`src/esr_consts.vh`:
```
`ifndef ESR_CONSTS_VH
`define ESR_CONSTS_VH
// Register indices as printed; byte address is four times the index
`define ESR_IDX_INSPECT     12'h28F
`define ESR_IDX_LEVEL       12'h292
`define ESR_IDX_FF_EN       12'h2A2
`define ESR_IDX_FF_LIM      12'h2A5
`define ESR_IDX_PRIO        12'h2A7
`define ESR_IDX_MAXFREQ     12'h303
`define ESR_IDX_CTRL        12'h3F0
`define ESR_IDX_STATUS      12'h3F1
`define ESR_IDX_REF_OUT     12'h3F2
`define ESR_IDX_FN_MAP      12'h3F3
`define ESR_IDX_FN_MAP2     12'h3F4
// Reset values and limits, units of 0.01 Hz or 0.01 % or 1 %
`define ESR_RST_INSPECT     16'h09C4
`define ESR_RST_LEVEL       16'h0190
`define ESR_RST_FF_EN       16'h0000
`define ESR_RST_FF_LIM      16'h0190
`define ESR_RST_PRIO        16'h0000
`define ESR_RST_MAXFREQ     16'h1770
`define ESR_RST_NOMINAL     16'h1388
`define ESR_PCT_MAX         16'h2710
`define ESR_FF_LIM_MIN      16'h0064
`define ESR_FF_LIM_MAX      16'h0190
`define ESR_PRIO_MAX        16'h0002
// Speed selection codes for speed_src_out
`define ESR_SRC_NONE        3'h0
`define ESR_SRC_MULTI       3'h1
`define ESR_SRC_INSPECT     3'h2
`define ESR_SRC_LEVEL       3'h3
`define ESR_SRC_JOG         3'h4
`define ESR_SRC_HIGH        3'h5
// Multi-function input codes per mode
`define ESR_FN_P_1          8'h80
`define ESR_FN_P_2          8'h84
`define ESR_FN_P_3          8'h81
`define ESR_FN_P_4          8'h83
`define ESR_FN_P_5          8'h0F
`define ESR_FN_M_1          8'h24
`define ESR_FN_M_2          8'h14
`define ESR_FN_M_3          8'h03
`define ESR_FN_M_4          8'h04
`define ESR_FN_M_5          8'h06
`endif

```
`src/esr_speed_ref_select.v`:
```
// Overview of operation
// Inspection command selects the inspection speed register, default 25.00 Hz.
// Leveling command selects the leveling speed register, default 4.00 Hz.
// Priority field takes 0 to 2, default 0, choosing the reference set.
// Priority 1 or 2 hides multi-step set and remaps inputs to its codes.
// Priority 0 hides nominal/intermediate/releveling and remaps inputs to its codes.
// Priority 0 turns the leveling register into the jog reference.
// Inspection and leveling values are capped at maximum output frequency.
// In permanent magnet vector mode references range 0.00 to 100.00 percent.
// Leveling reference applies only via nominal/intermediate/releveling command decode.
// Inspection reference applies only when an inspection input is assigned.
// Field forcing enable takes 0 or 1, default 0; active only at 1.
// Field forcing current is clamped to limit, range 100 to 400, default 400.
// Limit of 100 percent equals motor no-load current.
// Field forcing applies in all states except DC injection braking.
// Priority and field forcing writes are refused while the drive runs.
//
// Design decision made here: register access over AXI4-Lite.
`include "esr_consts.vh"
`default_nettype none
module esr_speed_ref_select #(
	parameter AW = 14
) (
	input  wire          aclk,
	input  wire          aresetn,
	input  wire [AW-1:0] s_axi_awaddr,
	input  wire          s_axi_awvalid,
	output reg           s_axi_awready,
	input  wire [31:0]   s_axi_wdata,
	input  wire [3:0]    s_axi_wstrb,
	input  wire          s_axi_wvalid,
	output reg           s_axi_wready,
	output reg  [1:0]    s_axi_bresp,
	output reg           s_axi_bvalid,
	input  wire          s_axi_bready,
	input  wire [AW-1:0] s_axi_araddr,
	input  wire          s_axi_arvalid,
	output reg           s_axi_arready,
	output reg  [31:0]   s_axi_rdata,
	output reg  [1:0]    s_axi_rresp,
	output reg           s_axi_rvalid,
	input  wire          s_axi_rready,
	input  wire          inspection_speed_cmd,
	input  wire          leveling_speed_cmd,
	input  wire          nominal_speed_cmd,
	input  wire          intermediate_speed_cmd,
	input  wire          releveling_speed_cmd,
	input  wire [2:0]    multi_step_sel,
	input  wire          drive_running,
	input  wire          dc_injection,
	input  wire          pm_vector_mode,
	input  wire [15:0]   no_load_current,
	input  wire [15:0]   field_current_demand,
	output reg  [15:0]   speed_ref_out,
	output reg  [2:0]    speed_src_out,
	output reg           jog_active,
	output reg  [15:0]   field_current_out,
	output reg           field_force_active,
	output reg           multi_step_visible,
	output reg           elevator_set_visible
);

	// ****************************************
	// Registers
	// ****************************************
	reg  [15:0] inspection_speed_ref_reg;
	reg  [15:0] leveling_speed_ref_reg;
	reg  [15:0] nominal_speed_ref_reg;
	reg  [15:0] multi_step_ref_reg;
	reg  [15:0] field_force_enable_reg;
	reg  [15:0] field_force_limit_reg;
	reg  [15:0] speed_priority_select_reg;
	reg  [15:0] max_output_frequency_reg;
	reg  [1:0]  ctrl_reg;
	reg         refused_reg;
	reg  [AW-1:0] awaddr_reg;
	reg  [31:0] wdata_reg;
	reg         aw_held_reg;
	reg         w_held_reg;

	// ****************************************
	// Write channel
	// ****************************************
	wire [11:0] widx = awaddr_reg[13:2];
	wire [15:0] wval = wdata_reg[15:0];
	wire        do_write = aw_held_reg && w_held_reg && !s_axi_bvalid;
	wire        locked = drive_running;
	wire [15:0] ref_cap = pm_vector_mode ? `ESR_PCT_MAX : max_output_frequency_reg;
	wire [15:0] ref_wr;
	wire [15:0] lim_wr;
	reg         wr_ok;
	reg         wr_locked;

	esr_clamp #(
		.W(16)
	) esr_clamp_ref_i (
		.val(wval),
		.lo (16'h0000),
		.hi (ref_cap),
		.out(ref_wr)
	);

	esr_clamp #(
		.W(16)
	) esr_clamp_lim_i (
		.val(wval),
		.lo (`ESR_FF_LIM_MIN),
		.hi (`ESR_FF_LIM_MAX),
		.out(lim_wr)
	);

	always @* begin
		wr_ok = 1'b1;
		wr_locked = 1'b0;
		case (widx)
			`ESR_IDX_INSPECT, `ESR_IDX_LEVEL, `ESR_IDX_MAXFREQ, `ESR_IDX_CTRL,
			`ESR_IDX_STATUS, `ESR_IDX_REF_OUT, `ESR_IDX_FN_MAP, `ESR_IDX_FN_MAP2: begin
				wr_ok = 1'b1;
			end
			`ESR_IDX_FF_EN, `ESR_IDX_FF_LIM, `ESR_IDX_PRIO: begin
				wr_locked = locked;
			end
			default: begin
				wr_ok = 1'b0;
			end
		endcase
	end

	always @(posedge aclk) begin
		if (!aresetn) begin
			s_axi_awready <= 1'b0;
			s_axi_wready <= 1'b0;
			s_axi_bvalid <= 1'b0;
			s_axi_bresp <= 2'h0;
			aw_held_reg <= 1'b0;
			w_held_reg <= 1'b0;
			awaddr_reg <= {AW{1'b0}};
			wdata_reg <= 32'h00000000;
			inspection_speed_ref_reg <= `ESR_RST_INSPECT;
			leveling_speed_ref_reg <= `ESR_RST_LEVEL;
			nominal_speed_ref_reg <= `ESR_RST_NOMINAL;
			multi_step_ref_reg <= 16'h0000;
			field_force_enable_reg <= `ESR_RST_FF_EN;
			field_force_limit_reg <= `ESR_RST_FF_LIM;
			speed_priority_select_reg <= `ESR_RST_PRIO;
			max_output_frequency_reg <= `ESR_RST_MAXFREQ;
			ctrl_reg <= 2'h0;
			refused_reg <= 1'b0;
		end else begin
			s_axi_awready <= !aw_held_reg && !s_axi_awready && s_axi_awvalid;
			s_axi_wready <= !w_held_reg && !s_axi_wready && s_axi_wvalid;
			if (s_axi_awvalid && s_axi_awready) begin
				aw_held_reg <= 1'b1;
				awaddr_reg <= s_axi_awaddr;
			end
			if (s_axi_wvalid && s_axi_wready) begin
				w_held_reg <= 1'b1;
				wdata_reg <= s_axi_wdata;
			end
			if (s_axi_bvalid && s_axi_bready) begin
				s_axi_bvalid <= 1'b0;
			end
			if (do_write) begin
				aw_held_reg <= 1'b0;
				w_held_reg <= 1'b0;
				s_axi_bvalid <= 1'b1;
				s_axi_bresp <= (!wr_ok || wr_locked) ? 2'h2 : 2'h0;
				refused_reg <= wr_locked;
				if (wr_ok && !wr_locked) begin
					case (widx)
						`ESR_IDX_INSPECT: inspection_speed_ref_reg <= ref_wr;
						`ESR_IDX_LEVEL: leveling_speed_ref_reg <= ref_wr;
						`ESR_IDX_MAXFREQ: max_output_frequency_reg <= wval;
						`ESR_IDX_FF_EN: field_force_enable_reg <= {15'h0000, wval[0]};
						`ESR_IDX_FF_LIM: field_force_limit_reg <= lim_wr;
						`ESR_IDX_PRIO: begin
							if (wval <= `ESR_PRIO_MAX) begin
								speed_priority_select_reg <= wval;
							end
						end
						`ESR_IDX_CTRL: ctrl_reg <= wval[1:0];
						`ESR_IDX_FN_MAP: begin
							if (multi_step_visible) begin
								multi_step_ref_reg <= ref_wr;
							end
							if (elevator_set_visible) begin
								nominal_speed_ref_reg <= ref_wr;
							end
						end
						default: begin
							refused_reg <= refused_reg;
						end
					endcase
				end
			end
		end
	end

	// ****************************************
	// Read channel
	// ****************************************
	wire [11:0] ridx = s_axi_araddr[13:2];
	reg  [31:0] rd_val;
	reg         rd_ok;
	wire        prio0 = (speed_priority_select_reg == 16'h0000);
	wire [39:0] fn_map = prio0 ?
		{`ESR_FN_M_5, `ESR_FN_M_4, `ESR_FN_M_3, `ESR_FN_M_2, `ESR_FN_M_1} :
		{`ESR_FN_P_5, `ESR_FN_P_4, `ESR_FN_P_3, `ESR_FN_P_2, `ESR_FN_P_1};

	always @* begin
		rd_ok = 1'b1;
		rd_val = 32'h00000000;
		case (ridx)
			`ESR_IDX_INSPECT: rd_val = {16'h0000, inspection_speed_ref_reg};
			`ESR_IDX_LEVEL: rd_val = {16'h0000, leveling_speed_ref_reg};
			`ESR_IDX_FF_EN: rd_val = {16'h0000, field_force_enable_reg};
			`ESR_IDX_FF_LIM: rd_val = {16'h0000, field_force_limit_reg};
			`ESR_IDX_PRIO: rd_val = {16'h0000, speed_priority_select_reg};
			`ESR_IDX_MAXFREQ: rd_val = {16'h0000, max_output_frequency_reg};
			`ESR_IDX_CTRL: rd_val = {30'h00000000, ctrl_reg};
			`ESR_IDX_STATUS: rd_val = {24'h000000, refused_reg, jog_active,
				field_force_active, multi_step_visible, elevator_set_visible,
				speed_src_out};
			`ESR_IDX_REF_OUT: rd_val = {field_current_out, speed_ref_out};
			`ESR_IDX_FN_MAP: rd_val = fn_map[31:0];
			`ESR_IDX_FN_MAP2: rd_val = {24'h000000, fn_map[39:32]};
			default: rd_ok = 1'b0;
		endcase
	end

	always @(posedge aclk) begin
		if (!aresetn) begin
			s_axi_arready <= 1'b0;
			s_axi_rvalid <= 1'b0;
			s_axi_rdata <= 32'h00000000;
			s_axi_rresp <= 2'h0;
		end else begin
			s_axi_arready <= !s_axi_arready && !s_axi_rvalid && s_axi_arvalid;
			if (s_axi_arvalid && s_axi_arready) begin
				s_axi_rvalid <= 1'b1;
				s_axi_rdata <= rd_val;
				s_axi_rresp <= rd_ok ? 2'h0 : 2'h2;
			end else if (s_axi_rvalid && s_axi_rready) begin
				s_axi_rvalid <= 1'b0;
			end
		end
	end

	// ****************************************
	// Speed selection
	// ****************************************
	// ctrl_reg[0]: inspection function assigned; ctrl_reg[1] is stored and
	// read back but drives no selection logic
	wire        insp_assigned = ctrl_reg[0];
	wire        lvl_decode = leveling_speed_cmd && !intermediate_speed_cmd &&
		!releveling_speed_cmd;
	reg  [2:0]  src_next;
	reg  [15:0] ref_next;

	always @* begin
		src_next = `ESR_SRC_NONE;
		ref_next = 16'h0000;
		if (insp_assigned && inspection_speed_cmd) begin
			src_next = `ESR_SRC_INSPECT;
			ref_next = inspection_speed_ref_reg;
		end else if (prio0) begin
			if (leveling_speed_cmd) begin
				src_next = `ESR_SRC_JOG;
				ref_next = leveling_speed_ref_reg;
			end else if (multi_step_sel != 3'h0) begin
				src_next = `ESR_SRC_MULTI;
				ref_next = multi_step_ref_reg;
			end
		end else if (speed_priority_select_reg == 16'h0002 && lvl_decode) begin
			src_next = `ESR_SRC_LEVEL;
			ref_next = leveling_speed_ref_reg;
		end else if (nominal_speed_cmd) begin
			src_next = `ESR_SRC_HIGH;
			ref_next = nominal_speed_ref_reg;
		end else if (lvl_decode) begin
			src_next = `ESR_SRC_LEVEL;
			ref_next = leveling_speed_ref_reg;
		end
	end

	// ****************************************
	// Field forcing
	// ****************************************
	wire [31:0] ff_prod = no_load_current * field_force_limit_reg;
	wire [31:0] ff_quot = ff_prod / 32'h00000064;
	wire [15:0] ff_ceiling = (ff_quot > 32'h0000FFFF) ? 16'hFFFF : ff_quot[15:0];
	wire        ff_on = field_force_enable_reg[0] && !dc_injection;
	wire [15:0] ff_hi = ff_on ? ff_ceiling : 16'hFFFF;
	wire [15:0] ff_clamped;

	esr_clamp #(
		.W(16)
	) esr_clamp_ff_i (
		.val(field_current_demand),
		.lo (16'h0000),
		.hi (ff_hi),
		.out(ff_clamped)
	);

	always @(posedge aclk) begin
		if (!aresetn) begin
			speed_ref_out <= 16'h0000;
			speed_src_out <= `ESR_SRC_NONE;
			jog_active <= 1'b0;
			field_current_out <= 16'h0000;
			field_force_active <= 1'b0;
			multi_step_visible <= 1'b1;
			elevator_set_visible <= 1'b0;
		end else begin
			speed_ref_out <= ref_next;
			speed_src_out <= src_next;
			jog_active <= (src_next == `ESR_SRC_JOG);
			field_force_active <= ff_on;
			field_current_out <= ff_clamped;
			multi_step_visible <= prio0;
			elevator_set_visible <= !prio0;
		end
	end

endmodule

// ****************************************
// Saturating clamp
// ****************************************
module esr_clamp #(
	parameter W = 16
) (
	input  wire [W-1:0] val,
	input  wire [W-1:0] lo,
	input  wire [W-1:0] hi,
	output wire [W-1:0] out
);

	assign out = (val < lo) ? lo : (val > hi) ? hi : val;

endmodule
`default_nettype wire

```
`config.mk`:
```
export PLATFORM = sky130hd
export DESIGN_NAME = esr_speed_ref_select
export DESIGN_NICKNAME = d
export VERILOG_FILES = /design/src/esr_speed_ref_select.v
export VERILOG_INCLUDE_DIRS = /design/src /design/src/src
export SDC_FILE = /design/constraint.sdc
export NUM_CORES = 1
export LEC_CHECK = 0
export BUFFER_PORTS_ARGS = -buffer_cell sky130_fd_sc_hd__buf_2
export CAP_MARGIN = 10
export CORE_ASPECT_RATIO = 0.75
export CORE_MARGIN = 3
export CORE_UTILIZATION = 30
export DETAILED_ROUTE_END_ITERATION = 8
export HOLD_SLACK_MARGIN = 0.1
export PLACE_DENSITY_LB_ADDON = 0.1
export RECOVER_POWER = 100
export SLEW_MARGIN = 20
export SYNTH_ARGS = -nofsm -noshare
export SYNTH_HDL_FRONTEND = slang
export SYNTH_SLANG_ARGS = --single-unit
```
`constraint.sdc`:
```
create_clock -name aclk -period 37.5 [get_ports aclk]
set_input_delay 7.5 -clock aclk [delete_from_list [all_inputs] [get_ports aclk]]
set_output_delay 7.5 -clock aclk [all_outputs]
set_load 0.005 [all_outputs]
```
---- After elaboration in Yosys (flattened, before gate mapping) ----
Cells that the tools add are included.
storage, ports and cells
  logic and storage cells ................. 153
  register bits after elaboration ......... 228
  input port bits ......................... 114
  output and inout port bits .............. 80
cells by class
  $lt $le $gt $ge ......................... 8
  mux-type cells .......................... 35
  equality and inequality tests ........... 25
  reductions and logical operators ........ 53
  bitwise operators ....................... 1
  divide/modulo/power cells ............... 1
  multipliers ............................. 1
operators with widths
  kind                   count
  $pmux 32 s11           1
  $eq 12x10->1 const B   22
  $mux 16                15
  $mux 36                1
  $div 32x7->32 const B  1
  $gt 16x16->1           2
  $gt 32x16->1 const B   1
  $lt 16x1->1 const B    2
  $mul 16x16->32         1
  $reduce_or 11->1       2
  $logic_and 1x1->1      19
  $reduce_and 3->1       6
  $eq 16x2->1 const B    1
  $gt 16x9->1 const B    1
  $le 16x2->1 const B    1
  $logic_not 16->1       1
  $lt 16x7->1 const B    1
  $mux 3                 5
  $logic_not 1->1        13
  $reduce_and 4->1       3
  $mux 1                 10
  $reduce_or 8->1        1
  $mux 2                 3
  $reduce_bool 2->1      2
  8 further kinds        9

---- Logic depth before layout (Yosys ltp) ----
  word-level depth ........................ 9
  gate-level depth with buffers ........... 104

---- Modules after synthesis ----
From an unflattened synthesis, not the netlist that was laid out.
second synthesis, totals
  cell total of the unflattened synthesis .. 3442
  area, all modules ....................... 27720.3 sq um
by module, submodules not included
  module                times used  cells an instance  area each (sq um)
  esr_speed_ref_select  1           3007               24334.6
  esr_clamp             3           145                1128.6

---- Worst setup path before layout ----
No wires, ideal clock.
  path type ............................... input to register
  from .................................... input port no_load_current[7]
  to ...................................... register field_current_out[11]
  data arrival time ....................... 28.711 ns
  setup slack ............................. 8.674 ns
  setup time .............................. 0.115 ns
  cell stages on the path ................. 96
  path through ............................ clkbuf_1 > nand2_1 > fa_1 > inv_1 > fa_1 > fa_1 > fa_1 > fa_1 > inv_1 > fa_1 > inv_1 > ha_1 > and2_0 > buf_4 > nand3_1 > or3_1 > o221ai_1 > o21a_2 > [60 not listed] > ha_1 > nor2b_1 > o21ai_0 > nand2b_1 > a21oi_1 > nor2b_1 > o21ai_0 > nand2b_1 > a21oi_1 > nor2b_1 > o21ai_0 > nand2_1 > a21o_1 > a21oi_1 > a21oi_1 > clkbuf_1 > nor2b_1 > o21a_1
between the ends
  word-level cells in the longest chain between the ends .. 7
RTL lines
  item                  RTL line                    source
  start, declared       esr_speed_ref_select.v:52   input wire [15:0] no_load_current,
  $mul 16x16->32 (*)    esr_speed_ref_select.v:289  wire [31:0] ff_prod = no_load_current * field_force_limit_reg;
  $div 32x7->32 (*)     esr_speed_ref_select.v:290  wire [31:0] ff_quot = ff_prod / 32'h00000064;
  $gt 32x16->1          esr_speed_ref_select.v:291  wire [15:0] ff_ceiling = (ff_quot > 32'h0000FFFF) ? 16'hFFFF : ff_quot[15:0];
  $mux 16 (*)           esr_speed_ref_select.v:291
  $mux 16 (*)           esr_speed_ref_select.v:293  wire [15:0] ff_hi = ff_on ? ff_ceiling : 16'hFFFF;
  $gt 16x16->1          esr_speed_ref_select.v:339  assign out = (val < lo) ? lo : (val > hi) ? hi : val;
  $mux 16 (*)           esr_speed_ref_select.v:339
  end signal, assigned  esr_speed_ref_select.v:319  field_current_out <= ff_clamped;
  end, declared         esr_speed_ref_select.v:57   output reg [15:0] field_current_out,
Every way passes the cells marked *; elsewhere a longest branch is shown, timed or not.
A chain may end at the register's enable or synchronous reset.

---- Worst setup path in the final report ----
  from .................................... input port no_load_current[7]
  to ...................................... register field_current_out[10]
The elaborated chain is that of the path after synthesis.

==> impl_metrics.py <==
metrics = {
    "timing": {
        "hold_viol": 0,
        "clock_skew_ns": 0.0291,
        "slew_violations": 254,
        "finalCriticalPeriod_ns": 34.06,
        "fin_ws_ns": 3.44,
        "setup_viol": 0,
        "max_freq_ghz": 0.0294,
        "finalCritPeriodShare_pct": 90.8,
        "grt_setup_unrepaired": "false",
        "tightestPinTransition_ns": 4.34,
        "max_slew_margin_pct": -189,
        "fin_tns_setup_ns": 0,
    },
    "run_status": {
        "violations": "capacitance limit, slew limit",
        "status": "complete, but fails checks",
    },
    "layout": {
        "area_growth_syn_to_layout_pct": 9.29,
        "drive_gt1_share_pct": 8.85,
        "fin_nets": 3527,
        "multi_input_area_um2": 18800,
        "final_area_um2": 27200,
        "seqCellArea_um2": 4480,
        "fillers": 8646,
        "largest_reg_flops": 32,
        "regMostFlops": "s_axi_rdata",
    },
    "logic_synthesis": {
        "syn_area_per_cell_um2": 8.23,
        "syn-cell-area_um2": 24900,
        "synthCells": 3028,
        "synth_fa_ha_area_share_pct": 22.7,
        "synthDistinctLibCells": 138,
        "synthSimpleGateAreaFrac_pct": 23.1,
        "synth.area.mux_share_pct": 2.90,
        "synth-edff-count": 0,
        "synth_ff_type": "dfxtp_1",
        "synth_top_family_by_area": "compound AO/OA/AOI/OAI gates",
        "ys_ff_latch": 224,
        "async_flop_share_pct": 0,
        "ys.warnings.count": 0,
        "synth_xor_area_share_pct": 2.85,
        "synth_compound_area_share_pct": 23.9,
        "ys_seq_area_share_pct": 18.0,
    },
    "setup_path": {
        "critPathKind": "in2reg",
        "crit_top_cell": "a21oi_1",
        "worstPathRequired_ns": 37.96,
        "worstPathArrival_ns": 34.53,
        "critPathMaxStageDelay_ns": 1.44,
        "cp-start-kind": "primary input",
        "cpMaxStageDelayCell": "a311oi_1",
        "worstSetupEndpointType": "flip-flop",
        "worstPathMaxFanout": 23,
    },
    "placement": {
        "io_buffers": 167,
        "place_area_um2": 26600,
        "dpl_worst_slack_ns": 3.97,
        "dpl.hpwl_um": 67500,
        "gp_congestion": 0.844,
    },
    "clocking": {
        "clock-sinks": 224,
        "cts_root_buf": "clkbuf_16",
        "postCtsSetupBuffers": 0,
        "cts.clk_slew.worst_paths_ns": 0.07,
        "htree_levels": 1,
        "postCtsHoldBufs": 0,
        "cts.path.max_buffers": 3,
        "ctsResizeCount": 0,
        "cts_tree": "yes",
        "clkLatencyLatePin_ns": 0.56,
        "cts-buffers-inserted": 22,
    },
    "route": {
        "via_per_inst": 5.42,
        "drc": 0,
        "ant_nets": 0,
        "initialDrtViolationCount": 2100,
        "firstDrtPassIters": 6,
        "vias": 22800,
        "wl_um": 87700,
        "drt-wirelength-per-cell_um": 20.8,
    },
    "grt": {
        "overflow": 0,
        "grt_pass1_vias": 22500,
        "grt_max_degree": 108,
        "track_usage_pct": 19.7,
        "grt_antenna_before_repair": 4,
        "grt_pass1_wl_um": 138000,
    },
    "floorplanning": {
        "rows": 90,
        "core_area_um2": 81400,
        "die_height_um": 256,
        "pin_count": 194,
        "die-area_um2": 86600,
        "fp.dieW_um": 339,
        "start_util_pct": 30.6,
    },
    "job": {
        "drv_cap": 6,
    },
    "min_path": {
        "hold_class": "reg2reg",
    },
}
worst max-delay path: cells and delay by family:
| family | cells | cell delay, ns |
|---|---|---|
| fa+ha+maj | 9 | 4.20 |
| simple gates | 24 | 5.44 |
| xor+xnor | 1 | 0.56 |
| buf+inv | 4 | 0.54 |
| mux | 7 | 2.09 |
| compound gates | 44 | 14.11 |
cell families (layout without fill, tap and decap cells):
kind of cell / count (synthesis) / in the layout
mux: 69 / 69
flops: 224 / 224
simple gates: 1134 / 1134
other cells: 1 / 6
buf+inv: 406 / 474
compound gates: 782 / 782
fa+ha+maj: 336 / 336
xor+xnor: 76 / 76
final cells by class:
class                   instances  share of cell area, %
well taps                    1104                   5.07
clock buffers                  33                   2.39
multi-input cells            2399                   69.2
clock inverters                 5                  0.175
repair buffers                186                   3.24
inverters                     250                   3.44
diodes                          4                 0.0367
flip-flops and latches        224                   16.5
cell usage in the layout (no fill, tap or decap), types with 32 or more instances in the layout:
cell type	n
a21boi_0	55
a21oi_1	108
a22oi_1	57
and2_1	185
buf_2	106
clkbuf_1	71
dfxtp_1	224
fa_1	194
ha_1	136
inv_1	249
mux2i_1	47
nand2_1	405
nand2b_1	36
nand3_1	73
nand4_1	35
nor2_1	131
nor2b_1	60
nor3_1	60
o211a_1	61
o211ai_1	37
o21ai_0	114
o21ai_1	32
xnor2_1	44
cells in the mapped netlist, types with 16 or more instances:
| cell type | count | area, um2 |
|---|---|---|
| xnor2_1 | 44 | 385 |
| o211a_1 | 61 | 611 |
| o21ai_0 | 114 | 571 |
| mux2_2 | 20 | 225 |
| nor3_1 | 61 | 305 |
| a211oi_1 | 23 | 173 |
| o21ai_1 | 32 | 160 |
| a22oi_1 | 57 | 428 |
| nor2_1 | 132 | 495 |
| mux2i_1 | 47 | 470 |
| o211ai_1 | 37 | 278 |
| a21o_1 | 30 | 225 |
| a21oi_1 | 110 | 551 |
| and3_1 | 16 | 100 |
| o21a_1 | 17 | 128 |
| nor2b_1 | 62 | 388 |
| a31oi_1 | 20 | 125 |
| nand2b_1 | 36 | 225 |
| clkbuf_1 | 119 | 447 |
| xor2_1 | 26 | 228 |
| a222oi_1 | 25 | 250 |
| nor4_1 | 19 | 119 |
| fa_1 | 194 | 3880 |
| and2_1 | 201 | 1260 |
| dfxtp_1 | 224 | 4480 |
| nand4_1 | 35 | 219 |
| ha_1 | 136 | 1700 |
| inv_1 | 249 | 935 |
| buf_4 | 18 | 135 |
| a21boi_0 | 55 | 413 |
| nand3_1 | 73 | 365 |
| nand2_1 | 405 | 1520 |
path summary, 6_finish.rpt:
| kind | start | to | slack (ns) | depth (start not counted) |
|---|---|---|---|---|
| max reg2reg | field_force_limit_reg[12]$_SDFFE_PN0P_ | field_current_out[10]$_SDFF_PN0_ | 9.81 | 88 |
| max | no_load_current[7] | field_current_out[10]$_SDFF_PN0_ | 3.44 | 89 |
| min | w_held_reg$_SDFFE_PP0P_ | s_axi_wready$_SDFF_PN0_ | 0.45 | 1 |
| min reg2reg | w_held_reg$_SDFFE_PP0P_ | s_axi_wready$_SDFF_PN0_ | 0.45 | 1 |
layer usage:
metal	vias up	share of wire, %	global-route usage, %
met5	-	0.023	0
met4	2	0.96	1.91
met3	55	5.0	2.75
met2	581	42	28.8
met1	11400	52	31.2
li1	10800	-	-
through the flow:
| step | std cells | hold slack [ns] | utilization, % |
|---|---|---|---|
| floorplan | 3029 | 0.420 | - |
| global placement | 4163 | 0.433 | 32.7 |
| detailed placement | 4163 | 0.442 | 32.7 |
| CTS | 4201 | 0.450 | 33.6 |
| global route | 4202 | 0.481 | 33.5 |
| finish | 4205 | 0.449 | 33.5 |
Power is left out: the tool's default activity adds up to more than one toggle a clock period on the data nets, which glitch-free logic cannot reach.
